$ cat src/rtl/sdpci_map.svh
// Purpose: Named constants for the SDRAM pin command interface.
// Assumes: x16 organisation, four banks.
// Notes:   Definitions only.
`ifndef SDPCI_MAP_SVH
`define SDPCI_MAP_SVH

// ----------------------------------------------------------------------
// Geometry
// ----------------------------------------------------------------------
`define SDPCI_ROW_W    13
`define SDPCI_COL_W    9
`define SDPCI_BANK_W   2
`define SDPCI_BANKS    4
`define SDPCI_DQ_W     16
`define SDPCI_LANES    2
`define SDPCI_MR_W     15
`define SDPCI_LEN_W    10
`define SDPCI_AP_BIT   10

// ----------------------------------------------------------------------
// Command codes, ordered {cs_n, ras_n, cas_n, we_n}
// ----------------------------------------------------------------------
`define SDPCI_CMD_LMR  4'h0
`define SDPCI_CMD_REF  4'h1
`define SDPCI_CMD_PRE  4'h2
`define SDPCI_CMD_ACT  4'h3
`define SDPCI_CMD_WR   4'h4
`define SDPCI_CMD_RD   4'h5
`define SDPCI_CMD_BST  4'h6
`define SDPCI_CMD_NOP  4'h7

// ----------------------------------------------------------------------
// Mode register fields and burst counts
// ----------------------------------------------------------------------
`define SDPCI_MR_BL_LSB 0
`define SDPCI_MR_BL_MSB 2
`define SDPCI_MR_CL_LSB 4
`define SDPCI_MR_CL_MSB 6
`define SDPCI_BL_MAX    3'h3
`define SDPCI_BL_PAGE   3'h7
`define SDPCI_CL3       3'h3
`define SDPCI_LEN_ONE   10'h001
`define SDPCI_LEN_PAGE  10'h200
`define SDPCI_COL_ONE   9'h001
`define SDPCI_BANK_ONE  4'h1

`endif

$ cat src/rtl/sdpci_pkg.sv
// Purpose: Types shared by the SDRAM pin command interface.
// Assumes: Constants come from sdpci_map.svh.
// Notes:   Structs carry the pin group, the core request and the state.
`include "sdpci_map.svh"

package sdpci_pkg;

  // ----------------------------------------------------------------------
  // Power and clock states
  // ----------------------------------------------------------------------
  typedef enum logic [2:0] {
    PWR_RUN,
    PWR_SUSPEND,
    PWR_PRE_PD,
    PWR_ACT_PD,
    PWR_SELF_REF
  } sdpci_pwr_t;

  // ----------------------------------------------------------------------
  // Carriers
  // ----------------------------------------------------------------------
  typedef struct packed {
    logic                     cke;
    logic                     cs_n;
    logic                     ras_n;
    logic                     cas_n;
    logic                     we_n;
    logic [`SDPCI_BANK_W-1:0] ba;
    logic [`SDPCI_ROW_W-1:0]  addr;
    logic                     upper_byte_mask;
    logic                     lower_byte_mask;
  } sdpci_pins_t;

  typedef struct packed {
    logic                     wr_en;
    logic                     rd_en;
    logic                     ref_en;
    logic [`SDPCI_BANK_W-1:0] bank;
    logic [`SDPCI_ROW_W-1:0]  row;
    logic [`SDPCI_COL_W-1:0]  col;
    logic [`SDPCI_DQ_W-1:0]   wr_data;
    logic [`SDPCI_LANES-1:0]  wr_be;
  } sdpci_core_t;

  typedef struct packed {
    sdpci_pwr_t               pwr;
    logic [`SDPCI_MR_W-1:0]   mode;
    logic [`SDPCI_LEN_W-1:0]  burst_left;
    logic [`SDPCI_COL_W-1:0]  col;
    logic [`SDPCI_BANK_W-1:0] bank;
    logic                     wr_burst;
    logic                     ap;
    sdpci_core_t              core;
    logic [`SDPCI_DQ_W-1:0]   rd_hold;
    logic                     rd_hold_v;
    logic [`SDPCI_LANES-1:0]  m1;
    logic [`SDPCI_LANES-1:0]  m2;
    logic [`SDPCI_DQ_W-1:0]   dq_out;
    logic [`SDPCI_LANES-1:0]  dq_oe;
  } sdpci_st_t;

endpackage : sdpci_pkg

$ cat src/rtl/sdpci_top.sv
// Purpose: Device-side pin command interface of a four-bank x16 SDRAM.
// Assumes: Pins are synchronous to clk; the core answers reads in the same cycle.
// Notes:   The data pins are split into dq_in, dq_out and per-lane dq_oe.
//
// Functional notes
// (RULE1) Sample every input on rising clk edge.
// (RULE2) Clock advances burst counter and output registers.
// (RULE3) Clock enable high runs, low stops internal clock.
// (RULE4) Enable low: power-down, self refresh or suspend.
// (RULE5) In low-power modes enable acts without waiting; the code samples it on the rising clk edge like any other input.
// (RULE6) Low-power modes ignore all inputs but enable.
// (RULE7) Controller may tie clock enable high.
// (RULE8) Chip select low decodes; high ignores commands.
// (RULE9) Running bursts and masking continue while deselected.
// (RULE10) Command comes from four strobes at edge.
// (RULE11) Masked write lanes discard their input data.
// (RULE12) Read mask floats output two clocks later.
// (RULE13) Lower mask lane 0-7, upper 8-15.
// (RULE14) Bank inputs pick target of bank commands.
// (RULE15) Bank inputs carry mode op-code bits.
// (RULE16) Activate captures thirteen-bit row address.
// (RULE17) x16 column address uses bits 0 to 8.
// (RULE18) Address bit 10 requests auto precharge.
// (RULE19) Precharge bit 10 high closes all banks.
// (RULE20) Address inputs carry mode register op-code.
// (RULE21) Sixteen-bit data bus, both directions.
// (RULE22) Controller floats bus while device may drive.
`timescale 1ns/1ps
`default_nettype none
`include "sdpci_map.svh"

module sdpci_top
  import sdpci_pkg::*;
(
  // Clock and reset
  input  wire logic                     clk,
  input  wire logic                     rst_n,
  // Command pins
  input  wire sdpci_pins_t              pins,
  // Data pins
  input  wire logic [`SDPCI_DQ_W-1:0]   dq_in,
  output var  logic [`SDPCI_DQ_W-1:0]   dq_out,
  output var  logic [`SDPCI_LANES-1:0]  dq_oe,
  // Memory core side
  output var  sdpci_core_t              core,
  input  wire logic [`SDPCI_DQ_W-1:0]   core_rd_data,
  // Status
  output var  logic [`SDPCI_MR_W-1:0]   mode_reg,
  output var  sdpci_pwr_t               pwr_state,
  output var  logic [`SDPCI_BANKS-1:0]  bank_open
);

  // ----------------------------------------------------------------------
  // Bank trackers
  // ----------------------------------------------------------------------
  logic [`SDPCI_ROW_W-1:0] bank_row [`SDPCI_BANKS];
  logic [`SDPCI_BANKS-1:0] act_v;
  logic [`SDPCI_BANKS-1:0] pre_v;

  for (genvar b = 0; b < `SDPCI_BANKS; b++) begin : g_bank
    sdpci_bank #(
      .ROW_W (`SDPCI_ROW_W)
    ) u_bank (
      .clk    (clk),
      .rst_n  (rst_n),
      .act    (act_v[b]),
      .pre    (pre_v[b]),
      .row_in (pins.addr),
      .open_r (bank_open[b]),
      .row_r  (bank_row[b])
    );
  end

  // ----------------------------------------------------------------------
  // Decode helpers
  // ----------------------------------------------------------------------
  sdpci_st_t               st_r;
  sdpci_st_t               st_nxt;
  logic [3:0]              cmd;
  logic [`SDPCI_LANES-1:0] mask;
  logic                    run;
  logic [2:0]              bl_code;
  logic [`SDPCI_LEN_W-1:0] blen;
  logic                    busy;
  logic                    idle_after;
  logic                    rd_v;

  // Chip select is part of the code, so a deselected cycle matches nothing.
  assign cmd     = {pins.cs_n, pins.ras_n, pins.cas_n, pins.we_n}; // RULE10 RULE8
  assign mask    = {pins.upper_byte_mask, pins.lower_byte_mask}; // RULE13
  assign run     = (st_r.pwr == PWR_RUN);
  assign bl_code = st_r.mode[`SDPCI_MR_BL_MSB:`SDPCI_MR_BL_LSB];

  // Unsupported burst codes fall back to a single beat.
  always_comb begin
    if (bl_code == `SDPCI_BL_PAGE) begin
      blen = `SDPCI_LEN_PAGE;
    end else if (bl_code <= `SDPCI_BL_MAX) begin
      blen = `SDPCI_LEN_ONE << bl_code;
    end else begin
      blen = `SDPCI_LEN_ONE;
    end
  end

  // ----------------------------------------------------------------------
  // Next state
  // ----------------------------------------------------------------------
  always_comb begin
    st_nxt            = st_r;
    act_v             = '0;
    pre_v             = '0;
    busy              = 1'b0;
    idle_after        = 1'b1;
    rd_v              = 1'b0;
    st_nxt.core.wr_en  = 1'b0;
    st_nxt.core.ref_en = 1'b0;
    // A held read beat is re-issued after a suspend; reads have no side effect.
    st_nxt.core.rd_en  = run ? 1'b0 : st_r.core.rd_en;
    case (st_r.pwr)
      PWR_RUN: begin
        if (st_r.burst_left != '0) begin
          st_nxt.burst_left   = st_r.burst_left - `SDPCI_LEN_ONE; // RULE2 RULE9
          st_nxt.col          = st_r.col + `SDPCI_COL_ONE; // RULE2
          st_nxt.core.bank    = st_r.bank;
          st_nxt.core.row     = bank_row[st_r.bank];
          st_nxt.core.col     = st_r.col;
          st_nxt.core.wr_en   = st_r.wr_burst;
          st_nxt.core.rd_en   = !st_r.wr_burst;
          st_nxt.core.wr_data = dq_in; // RULE21
          st_nxt.core.wr_be   = ~mask; // RULE11 RULE9
          if (st_r.ap && (st_r.burst_left == `SDPCI_LEN_ONE)) begin
            pre_v[st_r.bank] = 1'b1; // RULE18
            st_nxt.ap        = 1'b0;
          end
        end
        case (cmd)
          `SDPCI_CMD_RD, `SDPCI_CMD_WR: begin
            st_nxt.core.bank    = pins.ba; // RULE14
            st_nxt.core.row     = bank_row[pins.ba];
            st_nxt.core.col     = pins.addr[`SDPCI_COL_W-1:0]; // RULE17
            st_nxt.core.wr_en   = (cmd == `SDPCI_CMD_WR);
            st_nxt.core.rd_en   = (cmd == `SDPCI_CMD_RD);
            st_nxt.core.wr_data = dq_in; // RULE21
            st_nxt.core.wr_be   = ~mask; // RULE11
            st_nxt.wr_burst     = (cmd == `SDPCI_CMD_WR);
            st_nxt.bank         = pins.ba;
            st_nxt.col          = pins.addr[`SDPCI_COL_W-1:0] + `SDPCI_COL_ONE; // RULE17
            st_nxt.burst_left   = blen - `SDPCI_LEN_ONE;
            st_nxt.ap           = pins.addr[`SDPCI_AP_BIT] && (blen != `SDPCI_LEN_ONE);
            if (pins.addr[`SDPCI_AP_BIT] && (blen == `SDPCI_LEN_ONE)) begin
              pre_v[pins.ba] = 1'b1; // RULE18
            end
          end
          `SDPCI_CMD_BST: begin
            st_nxt.burst_left = '0;
          end
          `SDPCI_CMD_ACT: begin
            act_v[pins.ba] = 1'b1; // RULE14 RULE16
          end
          `SDPCI_CMD_PRE: begin
            if (pins.addr[`SDPCI_AP_BIT]) begin
              pre_v = '1; // RULE19
            end else begin
              pre_v = `SDPCI_BANK_ONE << pins.ba; // RULE19 RULE14
            end
          end
          `SDPCI_CMD_REF: begin
            st_nxt.core.ref_en = pins.cke;
          end
          `SDPCI_CMD_LMR: begin
            st_nxt.mode = {pins.ba, pins.addr}; // RULE15 RULE20
          end
          default: begin
          end
        endcase
        // Read return path: CAS latency two or three.
        rd_v             = (st_r.mode[`SDPCI_MR_CL_MSB:`SDPCI_MR_CL_LSB] == `SDPCI_CL3);
        st_nxt.rd_hold   = core_rd_data;
        st_nxt.rd_hold_v = st_r.core.rd_en;
        st_nxt.dq_out    = rd_v ? st_r.rd_hold : core_rd_data; // RULE2
        st_nxt.m1        = mask;
        st_nxt.m2        = st_r.m1;
        st_nxt.dq_oe     = {`SDPCI_LANES{rd_v ? st_r.rd_hold_v : st_r.core.rd_en}}
                           & ~st_r.m2; // RULE12 RULE13
        busy       = (st_nxt.burst_left != '0) || st_nxt.core.wr_en || st_nxt.core.rd_en
                     || st_r.core.rd_en || st_r.rd_hold_v;
        idle_after = ~|((bank_open | act_v) & ~pre_v);
        if (!pins.cke) begin
          if ((cmd == `SDPCI_CMD_REF) && idle_after && !busy) begin
            st_nxt.pwr = PWR_SELF_REF; // RULE4
          end else if (busy) begin
            st_nxt.pwr = PWR_SUSPEND; // RULE3 RULE4
          end else if (!idle_after) begin
            st_nxt.pwr = PWR_ACT_PD; // RULE4
          end else begin
            st_nxt.pwr = PWR_PRE_PD; // RULE4
          end
        end
      end
      PWR_SUSPEND: begin
        // All state but the write and refresh strobes holds; the clock comes back one edge after enable rises.
        if (pins.cke) begin
          st_nxt.pwr = PWR_RUN; // RULE3
        end
      end
      default: begin
        // Input buffers are off, so only the enable pin is looked at.
        st_nxt.dq_oe = '0; // RULE6
        if (pins.cke) begin
          st_nxt.pwr = PWR_RUN; // RULE5
        end
      end
    endcase
  end

  // ----------------------------------------------------------------------
  // State register
  // ----------------------------------------------------------------------
  always_ff @(posedge clk) begin
    if (!rst_n) begin
      st_r <= '0;
    end else begin
      st_r <= st_nxt; // RULE1
    end
  end

  assign dq_out    = st_r.dq_out;
  assign dq_oe     = st_r.dq_oe; // RULE22
  assign core      = st_r.core;
  assign mode_reg  = st_r.mode;
  assign pwr_state = st_r.pwr;
endmodule : sdpci_top

`default_nettype wire

$ cat src/rtl/sdpci_bank.sv
// Purpose: Open-row tracker for one bank.
// Assumes: Activate and precharge never arrive together for one bank.
// Notes:   One instance per bank.
`timescale 1ns/1ps
`default_nettype none

module sdpci_bank #(
  parameter int ROW_W = 13
) (
  // Clock and reset
  input  wire logic             clk,
  input  wire logic             rst_n,
  // Commands for this bank
  input  wire logic             act,
  input  wire logic             pre,
  input  wire logic [ROW_W-1:0] row_in,
  // Bank state
  output var  logic             open_r,
  output var  logic [ROW_W-1:0] row_r
);

  typedef struct packed {
    logic             open;
    logic [ROW_W-1:0] row;
  } sdpci_bank_st_t;

  sdpci_bank_st_t st_r;
  sdpci_bank_st_t st_nxt;

  always_comb begin
    st_nxt = st_r;
    if (act) begin
      st_nxt.open = 1'b1; // RULE16
      st_nxt.row  = row_in; // RULE16
    end else if (pre) begin
      st_nxt.open = 1'b0;
    end
  end

  always_ff @(posedge clk) begin
    if (!rst_n) begin
      st_r <= '0;
    end else begin
      st_r <= st_nxt;
    end
  end

  assign open_r = st_r.open;
  assign row_r  = st_r.row;

endmodule : sdpci_bank

`default_nettype wire

$ cat config.mk
export PLATFORM = sky130hd
export DESIGN_NAME = sdpci_top
export DESIGN_NICKNAME = d
export VERILOG_FILES = /design/src/rtl/sdpci_pkg.sv /design/src/rtl/sdpci_top.sv /design/src/rtl/sdpci_bank.sv
export VERILOG_INCLUDE_DIRS = /design/src /design/src/rtl
export SDC_FILE = /design/constraint.sdc
export NUM_CORES = 1
export LEC_CHECK = 0
export ABC_AREA = 1
export BUFFER_PORTS_ARGS = -buffer_cell sky130_fd_sc_hd__buf_2
export CAP_MARGIN = 20
export CORE_UTILIZATION = 35
export CTS_BUF_LIST = sky130_fd_sc_hd__clkbuf_8
export DETAILED_ROUTE_END_ITERATION = 10
export PLACE_DENSITY = 0.59
export SETUP_SLACK_MARGIN = 0.3
export SKIP_CTS_REPAIR_TIMING = 1
export SLEW_MARGIN = 20
export SYNTH_ARGS = -nofsm -noshare
export SYNTH_HDL_FRONTEND = slang
export SYNTH_SLANG_ARGS = --single-unit
$ cat constraint.sdc
create_clock -name clk -period 4.96 [get_ports clk]
set_clock_uncertainty 0.2 [all_clocks]
set_input_delay 0.744 -clock clk [delete_from_list [all_inputs] [get_ports clk]]
set_output_delay 0.744 -clock clk [all_outputs]
set_load 0.05 [all_outputs]
* Word-level counts from Yosys, hierarchy flattened
Index checks and enable logic that the tools add are counted.
** Cells by class
- Add/sub/neg operators :: 4
- Magnitude comparators :: 7
- Equality and inequality tests :: 16
- Shift operators :: 2
- Mux-type cells :: 52
- Bitwise gates (word level) :: 9
- Reduce and logical (&&, ||, !) cells :: 34
** Operators with widths (number)
- 42-bit two-way mux :: 2
- 81-bit two-way mux :: 1
- 13-bit binary-select mux with 2-bit select :: 2
- 13-bit two-way mux :: 4
- 4-bit two-way mux :: 10
- 10-bit two-way mux :: 3
- 15-bit two-way mux :: 2
- 10-bit by 1-bit equality test with 1-bit output (second input constant) :: 2
- 10-bit case mux with 2 select lines :: 1
- 10-bit nonzero test :: 2
- 10-bit by 1-bit subtractor with 10-bit output (second input constant) :: 2
- 19-bit two-way mux :: 1
- 9-bit by 1-bit adder with 9-bit output (second input constant) :: 2
- 3-bit two-way mux :: 6
- 16-bit two-way mux :: 1
- 1-bit two-way mux :: 15
- 4-bit by 3-bit equality test with 1-bit output (second input constant) :: 3
- 2-bit AND reduction :: 6
- 2-bit nonzero test :: 6
- 10-bit by 1-bit inequality test with 1-bit output (second input constant) :: 1
- 1-bit by 3-bit << shifter with 10-bit output (first input constant) :: 1
- 4-bit by 2-bit equality test with 1-bit output (second input constant) :: 2
- 4-bit OR :: 2
- 4-bit case mux with 2 select lines :: 1
- other kinds (27) :: 46
** Storage, ports and cells
- Register bits after elaboration :: 181
- Output and inout port bits :: 85

* Depth between registers and ports, before layout
- Word-level depth :: 20
- Mapped depth :: 16
- Gate-level depth less buffers :: 16

* By module
Synthesis repeated with hierarchy kept, for this count alone.
** Second synthesis, totals
- Cell total of the unflattened synthesis :: 1297
- Area total of the unflattened synthesis :: 9197.6 µm²
** Modules (own cells, without submodules)
- sdpci_top :: times used 1, cells an instance 1053, area an instance 7145.6 µm²
- sdpci_bank :: times used 4, cells an instance 61, area an instance 513.0 µm²

* Worst setup path after synthesis
No wires, ideal clock.
- Path kind :: input-to-reg
- Start point :: input port pins[19] (netlist bit)
- End point :: register st_r, in the netlist pwr_state[2]
- Library setup time :: 128 ps
- Arrival time :: 1834 ps
- Path slack :: 2798 ps
- Stages :: 14
- Path buffers :: 1
- Cells stage by stage :: inv_1 nor2_2 nand2_1 buf_2 nand2_1 nor2_1 nor2_1 nand3_1 nand2_1 nor2_1 nand2_1 nor2_1 nor2_1 nor2_1
** Between the ends
- Longest elaborated chain between the ends :: 14
- Elaborated cells between the ends (all ways) :: 31
- Classes of those cells :: eq/ne (6); mux (11); bitwise (3); reduce/logical (11)
** Ends and longest elaborated chain
- start, declared :: RTL line sdpci_top.sv:39 : input wire sdpci_pins_t pins,
- 4-bit by 3-bit equality test with 1-bit output :: RTL line sdpci_top.sv:136 : case (cmd)
- 2-bit OR reduction :: RTL line sdpci_top.sv:136
- 10-bit case mux with 2 select lines :: RTL line sdpci_top.sv:136
- 10-bit two-way mux :: RTL line sdpci_top.sv:119 : case (st_r.pwr)
- 10-bit nonzero test :: RTL line sdpci_top.sv:185 : busy = (st_nxt.burst_left != '0) || st_nxt.core.wr_en || st_nxt.core.rd_en
- 1-bit logical OR (2 in series) :: RTL line sdpci_top.sv:185
- 1-bit logical OR (2 in series) :: RTL line sdpci_top.sv:186 : || st_r.core.rd_en || st_r.rd_hold_v;
- 1-bit zero test :: RTL line sdpci_top.sv:189 : if ((cmd == `SDPCI_CMD_REF) && idle_after && !busy) begin
- 1-bit logical AND * :: RTL line sdpci_top.sv:189
- 3-bit two-way mux * :: RTL line sdpci_top.sv:189
- 3-bit two-way mux * :: RTL line sdpci_top.sv:188 : if (!pins.cke) begin
- 3-bit two-way mux *
- end signal, assigned :: RTL line sdpci_top.sv:223 : st_r <= st_nxt;
- end, declared :: RTL line sdpci_top.sv:77 : sdpci_st_t st_r;
Mark *: on every way between the ends. The rest lies on a longest branch, timed or not. The select of a mux whose other input is x is not followed.
A chain may end at the register's enable or synchronous reset.

* Final worst setup path
- Start point :: register st_r[97] (netlist bit)
- End point :: register st_r, in the netlist core[32]
** Between the ends
- Longest elaborated chain between the ends :: 3
** Ends and longest elaborated chain
- 10-bit nonzero test :: RTL line sdpci_top.sv:121 : if (st_r.burst_left != '0) begin
- 2-bit nonzero test (no line)
- 2-bit AND reduction (no line)
No other way between the ends.

==> out/qor.txt <==
outcome: finished, final reports clean
Placed Instance Area: 9263 um2
Req. time, crit path: 5.11 ns
placed insts: 1586
register area share after synthesis: 40.27%
Layout Cells excl Fill: 1618
Pleak: 4.151 nW
gpl congestion: 0.9087
initial antenna violation count: 1
CP Capture Type: flop
I/O pin count: 141
Vias: 8088
Yosys reg bits: 181
final setup fails: 0
share of layout cells above drive strength 1: 16.54%
Initial Utilization: 35.73%
critical-path cell list: inv_1 -> ha_1 -> inv_2 -> nor2_4 -> nand3_4 -> o21ai_4 -> inv_2 -> buf_4 -> o21ai_0 -> a31oi_1
total die area: 26360 um2
maxcap violations: 0
fin crit period: 3.332 ns
CTS Root Cell: clkbuf_8
worst setup margin: 1.628 ns
DIE WIDTH: 162.3 um
total grt overflow: 0
CP Max Fanout: 44
post-layout instance area: 9633 um2
slowest stage cell on the critical path: o21ai_4
EDFF count, synth: 0
dominant cell type by area after synthesis: dfxtp_1
Clock transition at path regs: 0.10 ns
cell count after synthesis: 1259
worst setup path category: flop to flop
ant diodes: 0
PwrDens: 402.8 nW/um2
top-area cell type share of the netlist area: 40.27%
WP data arrival: 3.48 ns
Synth area leaders: dfxtp_1 40%, o21ai_0 9.3%, nand2_1 7.6%
top post-synthesis cells by count: 181 x dfxtp_1, 181 x nand2_1, 167 x o21ai_0
Syn-to-layout area delta: 7.050%
fmax: 300.2 MHz
ANT nets after route: 0
max reg flops: 52
vias in the first global route: 7304
worst-margin pin slew: 0.8656 ns
Die Ht: 162.3 um
Synth cell types: 37
first-pass GRT wire length: 39310 um
Fin Hold WS: 0.2695 ns
Pwr Total: 3.881 mW
clock sink count: 181
Num CTS Buffers: 17
setup TNS: 0 ns
CTS tree: done
largest net degree at the start of global routing: 100
Post-Route Utilization: 38.25%
Cell Rows: 58
Filler cells: 2628
Top cell by count, worst path: inv_2
detailed-route DRC error count: 0
input/output buffers: 140
initial drt markers: 600
ys async rst share: 0%
CP Launch Type: flop
ys flop type: dfxtp_1
VDD IR max: 0.1823 mV
worst slack, placed: 1.636 ns
Slew Limit Fails: 0
per-cell routed wire length: 15.39 um
dpl hpwl: 16780 um
Hold Violations, Final: 0
synth warn: 0
CP peak stage delay: 0.60 ns
Syn Area/Cell: 7.147 um2
Initial DRT Pass Iterations: 5
Synthesized Nets: 1321
WL final: 24900 um
H-tree Lvls: 4
Slew headroom: 42.29%
hold crit path type: flop to flop
CTS Buffer Depth: 2
RSZ-0062 raised after global routing: false
reg-to-reg slack, setup: 1.63 ns
clk_lat worst skew: 0.47 ns
fin crit share: 67.17%
Tot GR Track Use: 18.93%
Syn Std Cell Area: 8999 um2
Core Region: 25180 um2
fin nets: 1337
CP Buf/Inv Count: 4
routed vias/inst: 4.999
CP delay by family, top: buffers and inverters
layer usage:
layer  vias up  global-route usage (%)  wire length, um  part of all wire (%)
met3        26                   5.220             1912                   7.7
met1      3628                   25.55            11830                    48
met2       284                   29.22            10890                    44
met4         0                   5.703              270                   1.1
met5         -                       0                0                     0
li1       4150                       -                -                     -
where the power goes:
group          total, mW  internal (mW)  switching (mW)
Sequential          1.70           1.60           0.104
Clock              0.972          0.367           0.604
Combinational       1.20          0.313           0.891
logic make-up (layout without fill, tap and decap cells):
logic type	after synthesis	count (layout)	synth area share [%]
adder cells (fa/ha/maj)	6	6	0.8342
flip-flops	181	181	40.27
AND/OR/NAND/NOR	372	372	18.03
buffers and inverters	297	326	16.18
XOR/XNOR	6	6	0.5840
AO/OA/AOI/OAI	397	397	24.10
tightest hold or removal path, cell delays in order (launching register included):
cell     delay, ns
dfxtp_1       0.32
nand2_1       0.06
a21oi_1       0.05
final timing paths:
check,startpoint,end,cells past startpoint
worst min register to register,core[7]$_SDFFE_PN0P_,core[7]$_SDFFE_PN0P_,2
worst min-delay path,core[7]$_SDFFE_PN0P_,core[7]$_SDFFE_PN0P_,2
worst max-delay path,st_r[97]$_SDFFE_PN0P_,core[32]$_SDFFE_PN0P_,10
worst max register to register,st_r[97]$_SDFFE_PN0P_,core[32]$_SDFFE_PN0P_,10
cells in the final DEF (no fill, tap or decap), types with 3 or more instances in the layout:
cell and instances:
nor2_2 9, clkbuf_8 17, inv_6 6, a31oi_1 30, nor2_4 5, o211ai_1 17
nand3_2 3, inv_1 138, xor2_1 5, dfxtp_1 181, nand4_1 6, clkinvlp_4 3
o21ai_0 167, nand2_2 5, nor3_1 3, nor2_1 96, nand2_1 181, buf_2 139
buf_4 8, ha_1 6, inv_2 8, o22ai_1 54, nand3_1 58, a21oi_1 119
layout make-up:
class / instances / area (um2) / area share [%]
Multi-Input combinational cell: 781 / 3919 / 40.68
Sequential cell: 181 / 3623 / 37.62
Timing Repair Buffer: 147 / 755.7 / 7.845
Inverter: 147 / 551.8 / 5.728
Tap cell: 330 / 412.9 / 4.286
Clock buffer: 17 / 234.0 / 2.429
Clock inverter: 15 / 136.4 / 1.416
No activity file was read; power rests on OpenSTA's default activity.
